**src/design/aifs_defines.svh**
```systemverilog
`ifndef AIFS_DEFINES_SVH
`define AIFS_DEFINES_SVH

// Number of input channels.
`define AIFS_CHANS 6

// Module fault summary word bit positions.
`define AIFS_MF_ANALOG 15
`define AIFS_MF_INPUT 14
`define AIFS_MF_CALBUSY 12
`define AIFS_MF_CALFAULT 11

// Per-channel status word bit positions.
`define AIFS_SB_CAL 7
`define AIFS_SB_BELOW 6
`define AIFS_SB_ABOVE 5
`define AIFS_SB_SLOPE 4
`define AIFS_SB_LO 3
`define AIFS_SB_HI 2
`define AIFS_SB_LL 1
`define AIFS_SB_HH 0

// Shared range status word: channel 0 bit positions, two bits per channel.
`define AIFS_IR_BELOW_TOP 15
`define AIFS_IR_ABOVE_TOP 14

// Forced channel fault word values and reset values.
`define AIFS_CF_CALBUSY 16'h003F
`define AIFS_CF_COMM 16'hFFFF
`define AIFS_WORD_RST 16'h0000
`define AIFS_STAT_RST 8'h00

`endif

```
**src/design/aifs_pkg.sv**
```systemverilog
package aifs_pkg;

	// One signed channel sample.
	typedef logic signed [15:0] aifs_sample_t;

	// A produced 16-bit word.
	typedef logic [15:0] aifs_word_t;

	// One per-channel status word.
	typedef logic [7:0] aifs_status_t;

	// One bit per channel.
	typedef logic [5:0] aifs_chmask_t;

endpackage : aifs_pkg

```
**src/design/aifs_chan_if.sv**
```systemverilog
`timescale 1ns/1ps
`default_nettype none

// Channel-level conditions handed from the top to the summary logic.
interface aifs_chan_if;
	aifs_pkg::aifs_chmask_t below;
	aifs_pkg::aifs_chmask_t above;
	aifs_pkg::aifs_chmask_t cal_err;
	aifs_pkg::aifs_chmask_t cal_busy;
	logic comm_fault;
	modport src (
		output below,
		output above,
		output cal_err,
		output cal_busy,
		output comm_fault
	);
	modport dst (
		input below,
		input above,
		input cal_err,
		input cal_busy,
		input comm_fault
	);
endinterface : aifs_chan_if

`default_nettype wire

```
**src/design/aifs_slope.sv**
```systemverilog
`timescale 1ns/1ps
`default_nettype none

module aifs_slope (
	input wire logic clock,
	input wire logic rst_b,
	input wire logic sample_valid,
	input wire aifs_pkg::aifs_sample_t [5:0] chan_value,
	input wire aifs_pkg::aifs_word_t [5:0] rate_limit,
	output logic [5:0] rate_over,
	output logic [5:0] rate_under
);

	aifs_pkg::aifs_sample_t [5:0] prev;
	logic have_prev;
	logic [16:0] delta [6];
	logic [16:0] mag [6];

	// Previous sample per channel; the rate is only known after the second sample.
	always_ff @(posedge clock or negedge rst_b) begin
		if (!rst_b) begin
			prev <= '0;
			have_prev <= 1'b0;
		end else if (sample_valid) begin
			prev <= chan_value;
			have_prev <= 1'b1;
		end
	end

	// Absolute change per sample, compared both ways against the limit.
	always_comb begin
		for (int i = 0; i < 6; i++) begin
			delta[i] = {chan_value[i][15], chan_value[i]} - {prev[i][15], prev[i]};
			mag[i] = delta[i][16] ? 17'(-delta[i]) : delta[i];
			rate_over[i] = have_prev && (mag[i] > {1'b0, rate_limit[i]});
			rate_under[i] = !have_prev || (mag[i] < {1'b0, rate_limit[i]});
		end
	end

endmodule : aifs_slope

`default_nettype wire

```
**src/design/aifs_summary.sv**
```systemverilog
`timescale 1ns/1ps
`default_nettype none
`include "aifs_defines.svh"

module aifs_summary (
	aifs_chan_if.dst chan,
	output aifs_pkg::aifs_word_t next_chan_word,
	output aifs_pkg::aifs_word_t next_mod_word
);

	// Channel word: link loss beats calibration, which beats range faults.
	always_comb begin
		if (chan.comm_fault) begin
			next_chan_word = `AIFS_CF_COMM;
		end else if (|chan.cal_busy) begin
			next_chan_word = `AIFS_CF_CALBUSY;
		end else begin
			next_chan_word = {10'h000, chan.below | chan.above};
		end
	end

	// Module word: only bits 15, 14, 12 and 11 ever carry a condition.
	always_comb begin
		next_mod_word = `AIFS_WORD_RST;
		next_mod_word[`AIFS_MF_ANALOG] = |next_chan_word;
		next_mod_word[`AIFS_MF_INPUT] = |next_chan_word;
		next_mod_word[`AIFS_MF_CALBUSY] = |chan.cal_busy;
		next_mod_word[`AIFS_MF_CALFAULT] = |chan.cal_err;
	end

endmodule : aifs_summary

`default_nettype wire

```
**src/design/aifs_top.sv**
```systemverilog
`timescale 1ns/1ps
`default_nettype none
`include "aifs_defines.svh"

// What this block does
// - Range flag sets channel fault bit (float).
// - Any calibration error sets module bit 11.
// - Failed calibration sets status bit 7.
// - At or below minimum sets bit 6.
// - At or above maximum sets bit 5.
// - Rate above limit sets bit 4.
// - Low limit alarm bit 3, deadband, latch.
// - High limit alarm bit 2, deadband, latch.
// - Low-low alarm bit 1, deadband, latch.
// - High-high alarm bit 0, deadband, latch.
// - Any channel fault sets bit 15.
// - Calibrating sets bit 12, channel word 003F unless link failed.
// - Link failure makes channel word FFFF.
// - Module bits 13, 10, 9, 8 unused.
// - Integer mode keeps module bits 15-8.
// - Integer mode: one shared range word.
// - Integer mode still reports calibration fault.
// - Integer below-range at bit 15 minus 2n.
// - Integer above-range at bit 14 minus 2n.
// - Alarm flags never reach summary words.
module aifs_top (
	input wire logic clock,
	input wire logic rst_b,
	input wire logic float_mode,
	input wire logic sample_valid,
	input wire aifs_pkg::aifs_sample_t [5:0] chan_value,
	input wire aifs_pkg::aifs_sample_t [5:0] range_min,
	input wire aifs_pkg::aifs_sample_t [5:0] range_max,
	input wire aifs_pkg::aifs_sample_t [5:0] low_limit,
	input wire aifs_pkg::aifs_sample_t [5:0] high_limit,
	input wire aifs_pkg::aifs_sample_t [5:0] low_low_limit,
	input wire aifs_pkg::aifs_sample_t [5:0] high_high_limit,
	input wire aifs_pkg::aifs_sample_t [5:0] deadband,
	input wire aifs_pkg::aifs_word_t [5:0] rate_limit,
	input wire logic [5:0] latch_enable,
	input wire logic [5:0] unlatch,
	input wire logic [5:0] cal_active,
	input wire logic [5:0] cal_done,
	input wire logic [5:0] cal_bad,
	input wire logic comm_fault,
	output aifs_pkg::aifs_word_t module_fault_summary_word,
	output aifs_pkg::aifs_word_t channel_fault_summary_word,
	output aifs_pkg::aifs_status_t [5:0] per_channel_status_word,
	output aifs_pkg::aifs_word_t shared_range_status_word,
	output logic words_valid
);

	logic [5:0] below_range_flag;
	logic [5:0] above_range_flag;
	logic [5:0] slope_alarm_flag;
	logic [5:0] low_limit_alarm_flag;
	logic [5:0] high_limit_alarm_flag;
	logic [5:0] low_low_limit_alarm_flag;
	logic [5:0] high_high_limit_alarm_flag;
	logic [5:0] cal_error_flag;
	logic [5:0] rate_over;
	logic [5:0] rate_under;
	logic flags_fresh;
	aifs_pkg::aifs_word_t next_chan_word;
	aifs_pkg::aifs_word_t next_mod_word;
	aifs_pkg::aifs_status_t [5:0] next_status;
	aifs_pkg::aifs_word_t next_shared;

	aifs_chan_if chan ();

	// Sign-extended sum and difference so limit plus deadband cannot wrap.
	function automatic logic signed [16:0] aifs_add(
		input aifs_pkg::aifs_sample_t a,
		input aifs_pkg::aifs_sample_t b
	);
		aifs_add = 17'($signed({a[15], a}) + $signed({b[15], b}));
	endfunction : aifs_add

	function automatic logic signed [16:0] aifs_sub(
		input aifs_pkg::aifs_sample_t a,
		input aifs_pkg::aifs_sample_t b
	);
		aifs_sub = 17'($signed({a[15], a}) - $signed({b[15], b}));
	endfunction : aifs_sub

	// Alarm hold: a set condition always wins; otherwise a latched alarm
	// waits for an unlatch and an unlatched one for its clear condition.
	function automatic logic aifs_hold(
		input logic cur,
		input logic set,
		input logic clr,
		input logic latched,
		input logic unl
	);
		if (set) begin
			aifs_hold = 1'b1;
		end else if (latched) begin
			aifs_hold = cur && !unl;
		end else begin
			aifs_hold = cur && !clr;
		end
	endfunction : aifs_hold

	// Rate of change per channel against the configured limit.
	aifs_slope u_slope (
		.clock(clock),
		.rst_b(rst_b),
		.sample_valid(sample_valid),
		.chan_value(chan_value),
		.rate_limit(rate_limit),
		.rate_over(rate_over),
		.rate_under(rate_under)
	);

	// Range flags follow the input level on each sample.
	// Equality counts as out of range on both sides.
	always_ff @(posedge clock or negedge rst_b) begin
		if (!rst_b) begin
			below_range_flag <= '0;
			above_range_flag <= '0;
		end else if (sample_valid) begin
			for (int i = 0; i < 6; i++) begin
				below_range_flag[i] <= $signed(chan_value[i]) <= $signed(range_min[i]);
				above_range_flag[i] <= $signed(chan_value[i]) >= $signed(range_max[i]);
			end
		end
	end

	// Unlatched, the slope alarm clears once the change drops below the limit; latched, on an unlatch.
	always_ff @(posedge clock or negedge rst_b) begin
		if (!rst_b) begin
			slope_alarm_flag <= '0;
		end else if (sample_valid) begin
			for (int i = 0; i < 6; i++) begin
				slope_alarm_flag[i] <= aifs_hold(slope_alarm_flag[i], rate_over[i],
					rate_under[i], latch_enable[i], unlatch[i]);
			end
		end else begin
			for (int i = 0; i < 6; i++) begin
				slope_alarm_flag[i] <= slope_alarm_flag[i] && !(latch_enable[i] && unlatch[i]
					&& !rate_over[i]);
			end
		end
	end

	// Low side alarms clear above limit plus deadband, or on an unlatch when latched.
	always_ff @(posedge clock or negedge rst_b) begin
		if (!rst_b) begin
			low_limit_alarm_flag <= '0;
			low_low_limit_alarm_flag <= '0;
		end else if (sample_valid) begin
			for (int i = 0; i < 6; i++) begin
				low_limit_alarm_flag[i] <= aifs_hold(low_limit_alarm_flag[i],
					$signed(chan_value[i]) < $signed(low_limit[i]),
					aifs_add(chan_value[i], 16'sh0000) > aifs_add(low_limit[i], deadband[i]),
					latch_enable[i], unlatch[i]);
				low_low_limit_alarm_flag[i] <= aifs_hold(low_low_limit_alarm_flag[i],
					$signed(chan_value[i]) < $signed(low_low_limit[i]),
					aifs_add(chan_value[i], 16'sh0000) > aifs_add(low_low_limit[i], deadband[i]),
					latch_enable[i], unlatch[i]);
			end
		end else begin
			// Between samples only an unlatch can act.
			for (int i = 0; i < 6; i++) begin
				if (latch_enable[i] && unlatch[i]) begin
					low_limit_alarm_flag[i] <= 1'b0;
					low_low_limit_alarm_flag[i] <= 1'b0;
				end
			end
		end
	end

	// High side alarms clear below limit minus deadband, or on an unlatch when latched.
	always_ff @(posedge clock or negedge rst_b) begin
		if (!rst_b) begin
			high_limit_alarm_flag <= '0;
			high_high_limit_alarm_flag <= '0;
		end else if (sample_valid) begin
			for (int i = 0; i < 6; i++) begin
				high_limit_alarm_flag[i] <= aifs_hold(high_limit_alarm_flag[i],
					$signed(chan_value[i]) > $signed(high_limit[i]),
					aifs_add(chan_value[i], 16'sh0000) < aifs_sub(high_limit[i], deadband[i]),
					latch_enable[i], unlatch[i]);
				high_high_limit_alarm_flag[i] <= aifs_hold(high_high_limit_alarm_flag[i],
					$signed(chan_value[i]) > $signed(high_high_limit[i]),
					aifs_add(chan_value[i], 16'sh0000) < aifs_sub(high_high_limit[i], deadband[i]),
					latch_enable[i], unlatch[i]);
			end
		end else begin
			// Between samples only an unlatch can act.
			for (int i = 0; i < 6; i++) begin
				if (latch_enable[i] && unlatch[i]) begin
					high_limit_alarm_flag[i] <= 1'b0;
					high_high_limit_alarm_flag[i] <= 1'b0;
				end
			end
		end
	end

	// Calibration result: a bad finish sets the flag, a good one clears it.
	// A finish with no sample pending still updates the flag at once.
	always_ff @(posedge clock or negedge rst_b) begin
		if (!rst_b) begin
			cal_error_flag <= '0;
		end else begin
			for (int i = 0; i < 6; i++) begin
				if (cal_done[i]) begin
					cal_error_flag[i] <= cal_bad[i];
				end
			end
		end
	end

	// Words are rebuilt one cycle after a sample, once all flags have settled.
	// Loading from the registered flags rather than the raw comparisons keeps
	// all four words from one sample even when samples arrive back to back.
	always_ff @(posedge clock or negedge rst_b) begin
		if (!rst_b) begin
			flags_fresh <= 1'b0;
		end else begin
			flags_fresh <= sample_valid;
		end
	end

	// Only range, calibration and link conditions reach the summary logic.
	assign chan.below = below_range_flag;
	assign chan.above = above_range_flag;
	assign chan.cal_err = cal_error_flag;
	assign chan.cal_busy = cal_active;
	assign chan.comm_fault = comm_fault;

	// Channel and module fault words, shared by both data formats.
	aifs_summary u_summary (
		.chan(chan.dst),
		.next_chan_word(next_chan_word),
		.next_mod_word(next_mod_word)
	);

	// Per-channel status words exist only in floating point mode.
	always_comb begin
		for (int i = 0; i < 6; i++) begin
			next_status[i] = `AIFS_STAT_RST;
			if (float_mode) begin
				next_status[i][`AIFS_SB_CAL] = cal_error_flag[i];
				next_status[i][`AIFS_SB_BELOW] = below_range_flag[i];
				next_status[i][`AIFS_SB_ABOVE] = above_range_flag[i];
				next_status[i][`AIFS_SB_SLOPE] = slope_alarm_flag[i];
				next_status[i][`AIFS_SB_LO] = low_limit_alarm_flag[i];
				next_status[i][`AIFS_SB_HI] = high_limit_alarm_flag[i];
				next_status[i][`AIFS_SB_LL] = low_low_limit_alarm_flag[i];
				next_status[i][`AIFS_SB_HH] = high_high_limit_alarm_flag[i];
			end
		end
	end

	// Integer mode packs two range bits per channel, channel 0 on top.
	always_comb begin
		next_shared = `AIFS_WORD_RST;
		if (!float_mode) begin
			for (int i = 0; i < 6; i++) begin
				next_shared[`AIFS_IR_BELOW_TOP - 2 * i] = below_range_flag[i];
				next_shared[`AIFS_IR_ABOVE_TOP - 2 * i] = above_range_flag[i];
			end
		end
	end

	// All produced words load in the same cycle so they always agree.
	// Mode, calibration and link inputs are taken at this load edge.
	always_ff @(posedge clock or negedge rst_b) begin
		if (!rst_b) begin
			channel_fault_summary_word <= `AIFS_WORD_RST;
			module_fault_summary_word <= `AIFS_WORD_RST;
			per_channel_status_word <= '0;
			shared_range_status_word <= `AIFS_WORD_RST;
		end else if (flags_fresh) begin
			channel_fault_summary_word <= next_chan_word;
			module_fault_summary_word <= next_mod_word;
			per_channel_status_word <= next_status;
			shared_range_status_word <= next_shared;
		end
	end

	// The calibration fault summary is built in the summary module from the
	// same flags in both formats, so integer mode still reports a bad channel
	// even though its status word carries no calibration bit. It sits at
	// bit 11; bit 9 stays one of the unused module bits.
	// Nothing in this module reads that bit back.

	// One-cycle strobe marking fresh words.
	always_ff @(posedge clock or negedge rst_b) begin
		if (!rst_b) begin
			words_valid <= 1'b0;
		end else begin
			words_valid <= flags_fresh;
		end
	end

endmodule : aifs_top

`default_nettype wire

```
**config.mk**
```make
export PLATFORM = sky130hd
export DESIGN_NAME = aifs_top
export DESIGN_NICKNAME = d
export VERILOG_FILES = /design/src/design/aifs_pkg.sv /design/src/design/aifs_chan_if.sv /design/src/design/aifs_slope.sv /design/src/design/aifs_summary.sv /design/src/design/aifs_top.sv
export VERILOG_INCLUDE_DIRS = /design/src /design/src/design
export SDC_FILE = /design/constraint.sdc
export NUM_CORES = 2
export LEC_CHECK = 0
export BUFFER_PORTS_ARGS = -buffer_cell sky130_fd_sc_hd__buf_2
export CORE_AREA = 2 2 387 389
export DETAILED_ROUTE_END_ITERATION = 10
export DIE_AREA = 0 0 389 391
export GPL_TIMING_DRIVEN = 0
export HOLD_SLACK_MARGIN = 0.12
export PLACE_DENSITY_LB_ADDON = 0.12
export SETUP_SLACK_MARGIN = 0.3
export SLEW_MARGIN = 0
export SYNTH_ARGS = -nofsm -noshare
export SYNTH_HDL_FRONTEND = slang
export SYNTH_SLANG_ARGS = --single-unit
```
**constraint.sdc**
```tcl
create_clock -name clock -period 5.55 [get_ports clock]
set_input_delay 0 -clock clock [delete_from_list [all_inputs] [get_ports clock]]
set_output_delay 0 -clock clock [all_outputs]
set_load 0.01 [all_outputs]
```
==> run_results.csv <==
group,metric,value,unit
sta,final.setup.worst_slack,0.490,ns
run_status,violations,"max-capacitance violations, max-slew violations",
clocking,root_buffer,"clkbuf_16",
run,cap_violations,1,
drt,dr.pass1.iters,6,
sta,rsz0062_at_grt,"true",
critical_path,cp-end-kind,"flip-flop",
sta,setup_viol,0,
grt,use_met1,36.5,%
clocking,clock-sinks,217,
finish,syn_to_final_growth,19.6,%
drt,vias,58200,
logic_synthesis,synth_warnings,0,
logic_synthesis,ys.flop_type,"dfrtp_1",
place,io_buffer_count,978,
die,die_x,389,um
grt,grt_busiest_layer,"met2",
finish,nFillCells,15200,
die,die-area,0.152,mm^2
finish,utilization,45.8,%
finish,nets,11000,
finish,multi_input_area,0.0473,mm^2
finish,regArea,0.00543,mm^2
logic_synthesis,ys_async_sr_fraction,100,%
clocking,clk_pin_slew_worst_paths,0.06,ns
run_status,status,"finished, violations left",
power,ir_worst_vdd,0.000197,V
sta,whs,0.126,ns
logic_synthesis,synth_edf_count,0,
drt,wirelength,224000,um
place,gp_congestion,0.923,
grt,grt_pass1_vias,56700,
grt,grt_first_pass_wirelength,333000,um
critical_path,path_delay_family,"compound AO/OA/AOI/OAI gates",
logic_synthesis,yosysUniqueCellTypes,79,
critical_path,worstRegToRegCells,19,
power,p_leak,36.2,nW
critical_path,crit_chain,"ha_1 > fa_1 > nor2b_1 > o31a_1 > a21oi_1 > or4_1 > nor4_1 > a21oi_1 > xnor2_1 > ha_1 > a21o_1 > a21oi_1 > nor2b_1 > o21ai_0 > o211ai_1 > a2111oi_4 > nor3_1 > a311oi_1 > o21ai_0",
hold_path,hold_path_class,"input pin to flip-flop",
critical_path,crit_start,"u_slope.prev[48]",
critical_path,crit_cells,19,
clocking,cts_tree,"built",
drt,drtIter0Drc,3044,
drt,wl_per_cell,21.1,um
die,start_util,38.3,%
grt,use_met3,4.92,%
hold_path,min-delay-start,"range_max[1]",
critical_path,arrival,5.51,ns
critical_path,crit_slowest_cell,"or4_1",
sta,period_needed,5.06,ns
critical_path,critical_path_buf_inv_count,0,
die,num_rows,142,
grt,antenna_found_initial,144,
logic_synthesis,ys_ff_latch,217,
clocking,clock_path_buffers,3,
hold_path,whs_path_depth,5,
place,hpwl,189000,um
die,ios,996,
critical_path,critPathLaunchType,"flip-flop",
sta,max_slew.worst_pin.slew,1.52,ns
sta,slew_headroom,-1.16,%
sta,maxSlewViolCount,11,
clocking,insertion_delay,0.59,ns
place,dp_slack,-0.757,ns
critical_path,cp_common_cell,"a21oi_1",
sta,skew,0.0342,ns
critical_path,slowest_delay,0.58,ns
drt,via_per_inst,5.48,
grt,gr-total-overflow,0,
logic_synthesis,synth_cells,7334,
grt,groute.usage.overall,28.4,%
critical_path,crit_fanout,4,
critical_path,r2r-start,"u_slope.prev[48]",
finish,drive_above_1_share,13.4,%
power,power_density,185,mW/mm^2
drt,drc,0,
critical_path,critPathRequiredTime,6.00,ns
grt,grtUsageMet2,47.2,%
clocking,cts_max_level,2,
drt,ant_nets,0,
logic_synthesis,synth_area,0.0569,mm^2
logic_synthesis,yosysSeqAreaShare,9.55,%
logic_synthesis,synth_area_per_cell,7.75,um^2
critical_path,path_class,"flip-flop to flip-flop",
die,die_y,391,um
die,coreArea,0.149,mm^2
sta,period_share,91.2,%
grt,grt_start_max_net_pins,105,
sta,final-hold-violation-count,0,
clocking,cts-buffers-inserted,34,
sta,fmax,0.198,GHz
==> synthesized netlist by cell type, types with 60 or more instances <==
master    instances  area share [%]
nand2b_1        140             1.5
dfrtp_1         217             9.5
nor3_1          182             1.6
o21a_1          184             2.4
nor2b_1         197             2.2
nor2_1          356             2.3
o21ai_0         438             3.9
a21oi_1         511             4.5
clkbuf_1         60            0.40
xnor2_1         225             3.5
a211oi_1         74            0.98
inv_1          1040             6.9
a31oi_1          94             1.0
ha_1           1542              34
nand3_1         224             2.0
xor2_1          237             3.6
nand4_1         157             1.7
nand2_1         371             2.4
a21o_1          298             3.9
==> routing by layer <==
metal	vias to the layer above	wire (um)
met3	413	13800
li1	29100	-
met5	-	445
met1	27100	99300
met2	1545	102000
met4	68	8480
==> layout make-up <==
| class | instances | share of cell area (%) |
|---|---|---|
| antenna | 77 | 0.283 |
| buffer | 93 | 0.686 |
| clock buffer | 42 | 1.39 |
| clock inverter | 17 | 0.397 |
| inverter | 1040 | 5.75 |
| multi-input combinational | 5999 | 69.5 |
| sequential | 217 | 7.99 |
| tap | 1944 | 3.58 |
| timing repair buffer | 1191 | 10.4 |
==> metrics by stage <==
step                setup TNS (ns)  std cells  cell area, um^2  total power, mW
floorplan                        0       7349            56900             7.43
global placement            -17.97      10300            64300             9.68
detailed placement          -0.952      10300            64400             9.86
CTS                              0      10500            67600             12.6
global route                     0      10600            68000             13.8
finish                           0      10600            68000             12.6
==> path summary, 6_finish.rpt <==
kind / endpoint / slack [ns]
max: slope_alarm_flag[3] / 0.49
min: above_range_flag[0] / 0.13
max reg2reg: slope_alarm_flag[3] / 0.49
min reg2reg: words_valid / 0.43
max in group asynchronous: low_low_limit_alarm_flag[5] / 4.31
min in group asynchronous: high_limit_alarm_flag[4] / 0.60
==> worst reg2reg max path, cell delays in order (launching register included) <==
cell	delay, ns
dfrtp_1	0.38
ha_1	0.21
fa_1	0.40
nor2b_1	0.21
o31a_1	0.23
a21oi_1	0.11
or4_1	0.58
nor4_1	0.50
a21oi_1	0.16
xnor2_1	0.23
ha_1	0.29
a21o_1	0.16
a21oi_1	0.14
nor2b_1	0.06
o21ai_0	0.15
o211ai_1	0.19
a2111oi_4	0.42
nor3_1	0.11
a311oi_1	0.30
o21ai_0	0.14
==> power by group <==
part           total [mW]  internal, mW  leakage [nW]  switching [mW]
Sequential           2.00          1.80          2.62           0.203
Clock                2.41          1.49         0.596           0.919
Combinational        8.15          3.60          33.0            4.55
Total                12.6          6.89          36.2            5.67
==> registers in the layout (all words and copies together), names as in the netlist, 7 cells and up <==
name,count
channel_fault_summary_word,7
shared_range_status_word,12
per_channel_status_word,48
u_slope.prev,96
==> layout by cell type (no fill, tap or decap), types with 184 or more instances in the layout <==
| cell type | n |
|---|---|
| a21o_1 | 298 |
| a21oi_1 | 510 |
| buf_2 | 981 |
| dfrtp_1 | 217 |
| dlygate4sd3_1 | 198 |
| ha_1 | 1542 |
| inv_1 | 1038 |
| nand2_1 | 371 |
| nand3_1 | 224 |
| nor2_1 | 356 |
| nor2b_1 | 197 |
| o21a_1 | 184 |
| o21ai_0 | 438 |
| xnor2_1 | 225 |
| xor2_1 | 237 |
==> logic make-up (layout without fill, tap and decap cells) <==
logic type / after synthesis / count (layout) / synth area share [%]
AOI/OAI and AO/OA: 2007 / 2007 / 22.8
xor gates and xnor gates: 462 / 462 / 7.11
adders and majority gates: 1572 / 1572 / 35.0
buffers and inverters: 1133 / 2383 / 7.65
DFF: 217 / 217 / 9.55
muxes: 25 / 25 / 0.473
other: 1 / 93 / 0.00659
and+or+nand+nor: 1917 / 1917 / 17.4
==> what timing repair did <==
item	in CTS	in global routing
hold endpoints to repair	366	0
gates resized for setup	5	28
hold buffers	199	0
endpoints found under the setup margin	3	6
pin swaps	0	2
buffers inserted	0	9
No activity file was read; power rests on OpenSTA's default activity.
